**config.mk**
```make
export PLATFORM = sky130hd
export DESIGN_NAME = pm_monitor
export DESIGN_NICKNAME = d
export VERILOG_FILES = /design/src/pm_pkg.sv /design/src/pm_divider.sv /design/src/pm_monitor.sv
export VERILOG_INCLUDE_DIRS = /design/src
export SDC_FILE = /design/constraint.sdc
export NUM_CORES = 2
export LEC_CHECK = 0
export BUFFER_PORTS_ARGS = -buffer_cell sky130_fd_sc_hd__clkbuf_2
export CORE_MARGIN = 4
export CORE_UTILIZATION = 40
export DETAILED_ROUTE_END_ITERATION = 12
export SYNTH_ARGS = -nofsm -noshare
export SYNTH_HDL_FRONTEND = slang
export SYNTH_SLANG_ARGS = --single-unit
```
**constraint.sdc**
```tcl
create_clock -name mclk -period 7.75 [get_ports mclk]
set_input_delay 1.55 -clock mclk [delete_from_list [all_inputs] [get_ports mclk]]
set_output_delay 1.55 -clock mclk [all_outputs]
set_load 0.05 [all_outputs]
```
**src/pm_cfg.svh**
```systemverilog
// register map, field positions and arithmetic constants of the monitor
`ifndef PM_CFG_SVH
`define PM_CFG_SVH

// register offsets on the host register port
`define PM_OFS_BUS      8'h02
`define PM_OFS_PWR      8'h03
`define PM_OFS_CUR      8'h04
`define PM_OFS_CAL      8'h05
`define PM_OFS_MASK     8'h06
`define PM_OFS_LIMIT    8'h07

// reset values
`define PM_RST_WORD     16'h0000

// alarm select and flags fields
`define PM_B_SHUNT_OVER 15
`define PM_B_SHUNT_UNDR 14
`define PM_B_BUS_OVER   13
`define PM_B_BUS_UNDR   12
`define PM_B_PWR_OVER   11
`define PM_B_DONE_ALARM 10
`define PM_B_LIMIT_FLAG 4
`define PM_B_DONE_FLAG  3
`define PM_B_OVF_FLAG   2
`define PM_B_LVL_INV    1
`define PM_B_HOLD_EN    0

// scaling: current = shunt * calib >> shift, power = current * bus / div
`define PM_CURRENT_SHIFT 11
`define PM_POWER_LSB_RATIO 25
`define PM_BUS_LSB_UV   1250
`define PM_POWER_DIV    (1000000 / `PM_BUS_LSB_UV * `PM_POWER_LSB_RATIO)

// index of the last divider iteration; 31 iterations, one per dividend bit
`define PM_DIV_STEPS    5'd30

`endif

```
**src/pm_pkg.sv**
```systemverilog
// types shared by the power monitor result and alarm logic
package pm_pkg;

    // host register port request, one strobe per access
    typedef struct packed {
        logic        wr;
        logic        rd;
        logic [7:0]  addr;
        logic [15:0] wdata;
    } pm_req_t;

    // one raw converter sample pair
    typedef struct packed {
        logic        valid;
        logic [15:0] shunt;
        logic [14:0] bus;
    } pm_sample_t;

    // configuration settings seen from outside the block
    typedef struct packed {
        logic       wr;
        logic [2:0] mode;
        logic [2:0] avg;
    } pm_cfg_t;

    typedef enum logic [2:0] {
        PM_ST_ACC,
        PM_ST_CUR,
        PM_ST_PWR_GO,
        PM_ST_PWR_WAIT,
        PM_ST_EVAL
    } pm_state_t;

    // divider state
    typedef struct packed {
        logic        busy;
        logic        done;
        logic [4:0]  cnt;
        logic [15:0] rem;
        logic [30:0] quo;
    } pm_div_t;

    // whole state of the monitor
    typedef struct packed {
        pm_state_t   state;
        logic [10:0] cnt;
        logic [25:0] acc_sh;
        logic [24:0] acc_bus;
        logic [15:0] sh_res;
        logic [15:0] bus_res;
        logic [15:0] cur_res;
        logic [15:0] pwr_res;
        logic [14:0] cal;
        logic [5:0]  en;
        logic        aff;
        logic        conversion_done_flag;
        logic        ovf;
        logic        alarm_level_invert;
        logic        len;
        logic [15:0] limit;
        logic [15:0] rdata;
        logic        alarm_oe;
        logic        alarm_out;
    } pm_regs_t;

endpackage

```
**src/pm_divider.sv**
```systemverilog
// sequential restoring divider for the power scaling step
`timescale 1ns/100ps
`default_nettype none
`include "pm_cfg.svh"

module pm_divider
    import pm_pkg::*;
(
    input  wire logic        mclk,
    input  wire logic        rst_n,
    input  wire logic        clk_en,
    input  wire logic        start,
    input  wire logic        abort,
    input  wire logic [30:0] dividend,
    input  wire logic [14:0] divisor,
    output logic             done,
    output logic [30:0]      quotient
);

    pm_div_t d_reg;
    pm_div_t d_next;
    logic [15:0] trial;

    // one quotient bit per cycle, dividend shifted in from the top
    always_comb begin
        d_next = d_reg;
        d_next.done = 1'b0;
        trial = {d_reg.rem[14:0], d_reg.quo[30]};
        if (abort) begin
            d_next.busy = 1'b0;
        end else if (start) begin
            d_next.busy = 1'b1;
            d_next.cnt  = 5'd0;
            d_next.rem  = 16'h0000;
            d_next.quo  = dividend;
        end else if (d_reg.busy) begin
            if (trial >= {1'b0, divisor}) begin
                d_next.rem = trial - {1'b0, divisor};
                d_next.quo = {d_reg.quo[29:0], 1'b1};
            end else begin
                d_next.rem = trial;
                d_next.quo = {d_reg.quo[29:0], 1'b0};
            end
            d_next.cnt = d_reg.cnt + 5'd1;
            if (d_reg.cnt == `PM_DIV_STEPS) begin
                d_next.busy = 1'b0;
                d_next.done = 1'b1;
            end
        end
    end

    always_ff @(posedge mclk or negedge rst_n) begin
        if (!rst_n) begin
            d_reg <= '0;
        end else if (clk_en) begin
            d_reg <= d_next;
        end
    end

    assign done     = d_reg.done;
    assign quotient = d_reg.quo;

endmodule
`default_nettype wire

```
**src/pm_monitor.sv**
```systemverilog
// result, calibration and alarm registers of the power monitor
`timescale 1ns/100ps
`default_nettype none
`include "pm_cfg.svh"

// Function
// (RQ1) bus result is unsigned 15 bits, 1.25 mV per count
// (RQ2) top bit of bus result always reads zero
// (RQ3) results hold the averaged value when averaging is selected
// (RQ4) one power count equals 25 current counts
// (RQ5) power is current times bus voltage
// (RQ6) current is shunt voltage times calibration value
// (RQ7) calibration register read/write, 15-bit field in bits 14:0
// (RQ8) only the highest set limit enable in bits 15:11 acts
// (RQ9) bit 15: alarm when shunt result exceeds limit
// (RQ10) bit 14: alarm when shunt result falls below limit
// (RQ11) bit 13: alarm when bus result exceeds limit
// (RQ12) bit 12: alarm when bus result falls below limit
// (RQ13) bit 11: alarm when power result exceeds limit
// (RQ14) bit 10: alarm also follows the conversion done flag
// (RQ15) limit flag bit 4: latch clears on read, else next clean result
// (RQ16) done flag set only after averaging and all arithmetic finish
// (RQ17) single-shot: done flag clears on active config write or mask read
// (RQ18) overflow flag bit 2 marks current and power as suspect
// (RQ19) bit 1 selects alarm polarity, active low by default
// (RQ20) bit 0 selects latch mode, transparent by default
// (RQ21) transparent alarm follows fault, latched alarm holds until read
// (RQ22) 16-bit read/write limit register compared with chosen result
// (RQ23) shunt result is signed 16-bit two's complement
// (RQ24) config write aborts conversion and restarts with new settings
// (RQ25) limits evaluated once per completed averaged result
// (RQ26) mask bits 9:5 read zero; flag bits 4:2 read-only
module pm_monitor
    import pm_pkg::*;
(
    input  wire logic        mclk,
    input  wire logic        rst_n,
    input  wire logic        clk_en,
    input  wire pm_req_t     req,
    input  wire pm_sample_t  sample,
    input  wire pm_cfg_t     cfg,
    output logic [15:0]      rdata,
    output logic             alarm_out,
    output logic             alarm_oe
);

    pm_regs_t r_reg;
    pm_regs_t r_next;

    logic        div_start;
    logic        div_abort;
    logic        div_done;
    logic [30:0] div_quo;
    logic [30:0] div_dividend;
    logic [3:0]  avg_shift;
    logic [10:0] avg_last;
    logic        single_shot;
    logic        cfg_active;
    logic        mask_read;
    logic [25:0] acc_sh_sum;
    logic [24:0] acc_bus_sum;
    logic [25:0] sh_avg;
    logic [24:0] bus_avg;
    logic [31:0] cur_prod;
    logic [31:0] cur_scaled;
    logic        cur_ovf;
    logic [15:0] cur_mag;
    logic        limit_hit;
    logic        func_en;
    logic        alarm_act;

    // averaging counts are all powers of two, so a shift divides
    always_comb begin
        case (cfg.avg)
            3'd0:    avg_shift = 4'd0;
            3'd1:    avg_shift = 4'd2;
            3'd2:    avg_shift = 4'd4;
            3'd3:    avg_shift = 4'd6;
            3'd4:    avg_shift = 4'd7;
            3'd5:    avg_shift = 4'd8;
            3'd6:    avg_shift = 4'd9;
            default: avg_shift = 4'd10;
        endcase
    end

    // config decode and register port side effects
    assign avg_last    = 11'((12'h001 << avg_shift) - 12'h001);
    assign single_shot = ~cfg.mode[2];
    assign cfg_active  = cfg.mode[1:0] != 2'b00;
    assign mask_read   = req.rd && (req.addr == `PM_OFS_MASK);

    // running sums; shunt is sign extended before adding
    assign acc_sh_sum  = r_reg.acc_sh + {{10{sample.shunt[15]}}, sample.shunt};
    assign acc_bus_sum = r_reg.acc_bus + {10'h000, sample.bus};
    assign sh_avg      = $signed(acc_sh_sum) >>> avg_shift; // [RQ3] [RQ23]
    assign bus_avg     = acc_bus_sum >> avg_shift; // [RQ3]

    // current = shunt * calibration, scaled down to the current lsb
    // operands widened first so the product keeps all 32 bits
    assign cur_prod   = $signed({{16{r_reg.sh_res[15]}}, r_reg.sh_res})
                      * $signed({17'h00000, r_reg.cal});
    assign cur_scaled = $signed(cur_prod) >>> `PM_CURRENT_SHIFT; // [RQ6]
    assign cur_ovf    = (cur_scaled[31:15] != {17{cur_scaled[15]}});

    // power uses the current magnitude since the power result is unsigned
    assign cur_mag = r_reg.cur_res[15] ? 16'(-r_reg.cur_res) : r_reg.cur_res;
    assign div_dividend = {15'h0000, cur_mag}
                        * {16'h0000, r_reg.bus_res[14:0]}; // [RQ5]
    assign div_start = (r_reg.state == PM_ST_PWR_GO);
    assign div_abort = cfg.wr; // [RQ24]

    // highest numbered enable wins; lower ones are not looked at
    always_comb begin
        func_en   = 1'b1;
        limit_hit = 1'b0;
        if (r_reg.en[5]) begin // [RQ8]
            limit_hit = $signed(r_reg.sh_res) > $signed(r_reg.limit); // [RQ9]
        end else if (r_reg.en[4]) begin
            limit_hit = $signed(r_reg.sh_res) < $signed(r_reg.limit); // [RQ10]
        end else if (r_reg.en[3]) begin
            limit_hit = r_reg.bus_res > r_reg.limit; // [RQ11]
        end else if (r_reg.en[2]) begin
            limit_hit = r_reg.bus_res < r_reg.limit; // [RQ12]
        end else if (r_reg.en[1]) begin
            limit_hit = r_reg.pwr_res > r_reg.limit; // [RQ13]
        end else begin
            func_en = 1'b0;
        end
    end

    // next state of everything
    always_comb begin
        r_next = r_reg;
        r_next.alarm_out = 1'b0; // open collector only ever pulls low

        // host reads: data is held until the next read
        if (req.rd) begin
            if (req.addr == `PM_OFS_BUS) begin
                r_next.rdata = {1'b0, r_reg.bus_res[14:0]}; // [RQ1] [RQ2]
            end else if (req.addr == `PM_OFS_PWR) begin
                r_next.rdata = r_reg.pwr_res;
            end else if (req.addr == `PM_OFS_CUR) begin
                r_next.rdata = r_reg.cur_res;
            end else if (req.addr == `PM_OFS_CAL) begin
                r_next.rdata = {1'b0, r_reg.cal}; // [RQ7]
            end else if (req.addr == `PM_OFS_MASK) begin
                r_next.rdata = {r_reg.en, 5'h00, r_reg.aff, r_reg.conversion_done_flag,
                                r_reg.ovf, r_reg.alarm_level_invert, r_reg.len}; // [RQ26]
            end else if (req.addr == `PM_OFS_LIMIT) begin
                r_next.rdata = r_reg.limit; // [RQ22]
            end else begin
                r_next.rdata = `PM_RST_WORD;
            end
        end

        // host writes; flag bits are not writable
        if (req.wr) begin
            if (req.addr == `PM_OFS_CAL) begin
                r_next.cal = req.wdata[14:0]; // [RQ7]
            end else if (req.addr == `PM_OFS_MASK) begin
                r_next.en   = req.wdata[15:10]; // [RQ26]
                r_next.alarm_level_invert = req.wdata[`PM_B_LVL_INV]; // [RQ19]
                r_next.len  = req.wdata[`PM_B_HOLD_EN]; // [RQ20]
            end else if (req.addr == `PM_OFS_LIMIT) begin
                r_next.limit = req.wdata; // [RQ22]
            end
        end

        // clears first, so a set in the same cycle wins below
        if (mask_read) begin
            r_next.conversion_done_flag = 1'b0; // [RQ17]
            if (r_reg.len) begin
                r_next.aff = 1'b0; // [RQ15] [RQ21]
            end
        end
        if (cfg.wr && single_shot && cfg_active) begin
            r_next.conversion_done_flag = 1'b0; // [RQ17]
        end

        // conversion sequence
        case (r_reg.state)
            PM_ST_ACC: begin
                if (sample.valid) begin
                    r_next.acc_sh  = acc_sh_sum;
                    r_next.acc_bus = acc_bus_sum;
                    r_next.cnt     = r_reg.cnt + 11'd1;
                    if (r_reg.cnt == avg_last) begin
                        r_next.sh_res  = sh_avg[15:0]; // [RQ3] [RQ23]
                        r_next.bus_res = {1'b0, bus_avg[14:0]}; // [RQ1] [RQ2]
                        r_next.acc_sh  = '0;
                        r_next.acc_bus = '0;
                        r_next.cnt     = 11'd0;
                        r_next.state   = PM_ST_CUR;
                    end
                end
            end
            PM_ST_CUR: begin
                // saturate rather than wrap so software sees the right sign
                if (cur_ovf) begin
                    r_next.cur_res = cur_scaled[31] ? 16'h8000 : 16'h7fff;
                end else begin
                    r_next.cur_res = cur_scaled[15:0]; // [RQ6]
                end
                r_next.ovf   = cur_ovf; // [RQ18]
                r_next.state = PM_ST_PWR_GO;
            end
            PM_ST_PWR_GO: begin
                r_next.state = PM_ST_PWR_WAIT;
            end
            PM_ST_PWR_WAIT: begin
                if (div_done) begin
                    if (div_quo[30:16] != 15'h0000) begin
                        r_next.pwr_res = 16'hffff;
                        r_next.ovf     = 1'b1; // [RQ18]
                    end else begin
                        r_next.pwr_res = div_quo[15:0]; // [RQ4] [RQ5]
                    end
                    r_next.state = PM_ST_EVAL;
                end
            end
            PM_ST_EVAL: begin
                // all results final: compare once, then flag completion
                if (r_reg.len) begin
                    if (func_en && limit_hit) begin
                        r_next.aff = 1'b1; // [RQ15] [RQ25]
                    end
                end else begin
                    r_next.aff = func_en && limit_hit; // [RQ15] [RQ21]
                end
                r_next.conversion_done_flag  = 1'b1; // [RQ16]
                r_next.state = PM_ST_ACC;
            end
            default: begin
                r_next.state = PM_ST_ACC;
            end
        endcase

        // new settings restart the sequence from an empty average
        if (cfg.wr) begin
            r_next.state   = PM_ST_ACC; // [RQ24]
            r_next.acc_sh  = '0;
            r_next.acc_bus = '0;
            r_next.cnt     = 11'd0;
        end

        // pin pulls low when active and normal, or idle and inverted
        // alarm source: selected limit function or, if enabled, done flag
        alarm_act = (func_en && r_next.aff)
                  || (r_next.en[0] && r_next.conversion_done_flag); // [RQ14] [RQ21]
        r_next.alarm_oe = alarm_act ^ r_next.alarm_level_invert; // [RQ19]
    end

    pm_divider u_div (
        .mclk     (mclk),
        .rst_n    (rst_n),
        .clk_en   (clk_en),
        .start    (div_start),
        .abort    (div_abort),
        .dividend (div_dividend),
        .divisor  (15'(`PM_POWER_DIV)),
        .done     (div_done),
        .quotient (div_quo)
    );

    // all state held; clock enable freezes it
    always_ff @(posedge mclk or negedge rst_n) begin
        if (!rst_n) begin
            r_reg <= '0;
        end else if (clk_en) begin
            r_reg <= r_next;
        end
    end

    assign rdata     = r_reg.rdata;
    assign alarm_out = r_reg.alarm_out;
    assign alarm_oe  = r_reg.alarm_oe;

endmodule
`default_nettype wire

```
==> run metrics <==
P&R area growth vs syn=8.30%; HPWL after DPL=76800 microns; worst slew pin tran=1.19 ns; VDD IR max=167 uV; Worst-path clk slew=0.06 ns; switching power share of the total=38.2%; num rows=105; Post-Syn Instances=3821; status=finished clean; static leakage=18.1 nW; cell-internal power=0.00298 W; Synth top area share=25.5%; n_diodes=0; CP Max Fanout=5; P_sw=0.00184 W; initial antenna violation count=2; minimum clock period=7.35 ns; nets@finish=4587; final instance area=0.0363 sq mm; port buffer count=84; layout cells sized above 1=9.35%; CP peak stage delay=0.58 ns; Routed Wire Length=97600 microns; GPL Wtd Cong=0.946; number of flops mapped to enable cells by yosys=0; Setup CP Type=register to register; power share of the clock group=33.7%; CP max stage cell=or4_1; CTS tree=done; DIE AREA=0.0886 sq mm; max-slew violations=0; critical path's top delay family=adder cells; largest net degree at the start of global routing=105; register area=0.00601 sq mm; Via density=5.45; synth unique cells=95; Post-DRT Antenna Nets=0; Sum Neg Setup Slack=0 ns; sequential area share after synthesis=17.9%; mapped cell area=0.0336 sq mm; Pre-Repair DR Iteration Count=6; vias in the first global route=27200; CTS buffer count=31; max-cap violations=0; Initial Utilization=40.6%; top cell types by occurrence after synthesis=inv_1 (562), nand2_1 (450), fa_1 (427); ys async rst share=100%; gr usage total=22.0%; total number of vias=26800; top-count cell post-synth=inv_1; Main synth FF type=dfrtp_1; first-pass GRT wire length=156000 microns; R2R Setup Slk=0.40 ns; most frequent cell on the critical path=fa_1; CORE AREA=0.0826 sq mm; met2 Track Usage GR=35.5%; Worst-Skew Late Latency=0.62 ns; DR iter-0 viols=2147; pwr/cell area=133 mW/mm^2; multi-input logic area=0.0247 sq mm; final core utilization=44.0%; fillcell total=8098; Area contributors post-synth=fa_1 (25%), dfrtp_1 (18%), ha_1 (10%); syn nets=4583; met1 global-route usage=30.4%; Die H=298 microns; Setup Viol. Count Final=0; gr busiest metal=met2; CP required=8.23 ns; M3 GR Usage=4.01%; Logic pwr share=32.2%; DP Area=0.0352 sq mm; Ys Warns=0; leading area contributor after synthesis=fa_1; hold crit path type=register to register; DIE WIDTH=298 microns; final hold viol count=0; Synth Register Bits=240; Mean Syn Cell Area=8.78 sq um; I/O pin total=86; maximum buffer depth of the clock tree=3; total gr overflow=0; max reg flops=170; Root Buffer=clkbuf_16; Setup Skew=0.0385 ns; clock sink count=240; sequential share of power=34.1%; period utilization=94.8%; Residual DRC=0; FMAX=136 MHz; H-tree Lvls=1; WP buf/inv=5; CP endpoint kind=register; hold-fix buffer count after cts=0; Worst Setup Start Kind=register; routed len/inst=19.8 microns; Slew HR=20.7%; WP data arrival=7.83 ns
## per-stage QoR
| step | std cells | hold WS, ns | setup slack [ns] | total power [W] |
|---|---|---|---|---|
| 6_report | 4919 | 0.482 | 0.401 | 0.00483 |
| 5_1_grt | 4919 | 0.512 | -0.0102 | 0.00511 |
| 4_1_cts | 4918 | 0.472 | 0.244 | 0.00485 |
| 3_5_place_dp | 4861 | 0.473 | 0.255 | 0.00319 |
| 3_3_place_gp | 4861 | 0.465 | 0.384 | 0.00319 |
| 2_1_floorplan | 3821 | 0.444 | 0.603 | 0.00265 |
## per-layer routing
| layer | vias to the layer above | part of all wire [%] | routed length (microns) |
|---|---|---|---|
| met5 | - | 0 | 0 |
| li1 | 12500 | - | - |
| met4 | 0 | 3.1 | 3000 |
| met3 | 149 | 6.8 | 6650 |
| met1 | 13400 | 45 | 43500 |
| met2 | 766 | 46 | 44400 |
## placed cells by master (no fill, tap or decap), types with 27 or more instances in the layout
cell type,n
nor2_1,199
and2_1,258
dfrtp_1,239
nand3_1,44
mux2_2,47
o22ai_1,34
nor3_1,41
fa_1,427
a21oi_1,182
nand2_1,450
o21ai_0,155
xnor2_1,73
ha_1,267
a211oi_1,27
clkbuf_2,83
a21o_1,50
clkbuf_16,31
nor2b_1,28
a22o_1,34
o21ai_1,41
inv_1,562
xor2_1,40
buf_4,87
## power by group through the flow
| stage | clock (W) | combinational (W) | sequential, W |
|---|---|---|---|
| after detailed placement | 0 | 0.00153 | 0.00166 |
| after floorplan | 0 | 0.00111 | 0.00153 |
| after global routing | 0.00172 | 0.00172 | 0.00166 |
| after CTS | 0.00167 | 0.00154 | 0.00164 |
| after global placement | 0 | 0.00153 | 0.00166 |
| final | 0.00163 | 0.00155 | 0.00165 |
## timing repair
action                                  4_1_cts  5_1_grt
gates resized for setup                       0        8
endpoints found under the setup margin        0       10
buffers inserted                              0        1
## kinds of logic after synthesis
| group | share of synthesized area [%] |
|---|---|
| adder cells (fa/ha/maj) | 35.4 |
| other | 0.0224 |
| AND/OR/NAND/NOR | 16.7 |
| multiplexers | 3.14 |
| XOR/XNOR | 3.15 |
| buffers and inverters | 8.83 |
| flip-flops | 17.9 |
| AO/OA/AOI/OAI | 14.8 |
## worst min-delay path: cells and delay by family, from the launching register on
| kind | cells | cell delay, ns |
|---|---|---|
| simple gates | 1 | 0.05 |
| compound gates | 1 | 0.06 |
| flops | 1 | 0.35 |
## final cells by class
class,count,area share (%)
clock buffers,35,2.26
clock inverters,22,0.861
inverters,564,5.83
multi-input cells,2817,67.9
flip-flops and latches,240,16.5
well taps,1070,3.68
repair buffers,171,2.98
## final timing paths
path / startpoint / to / cells past startpoint
setup / recovery: r_reg[86] / u_div.quotient[25] / 26
hold reg to reg: rdata[13] / rdata[13] / 2
setup reg to reg: r_reg[86] / u_div.quotient[25] / 26
hold / removal: rdata[13] / rdata[13] / 2
max in group asynchronous: rst_n / u_div.d_reg[37] / 2
min in group asynchronous: rst_n / r_reg[51] / 1
(Power assumes the default switching activity.)
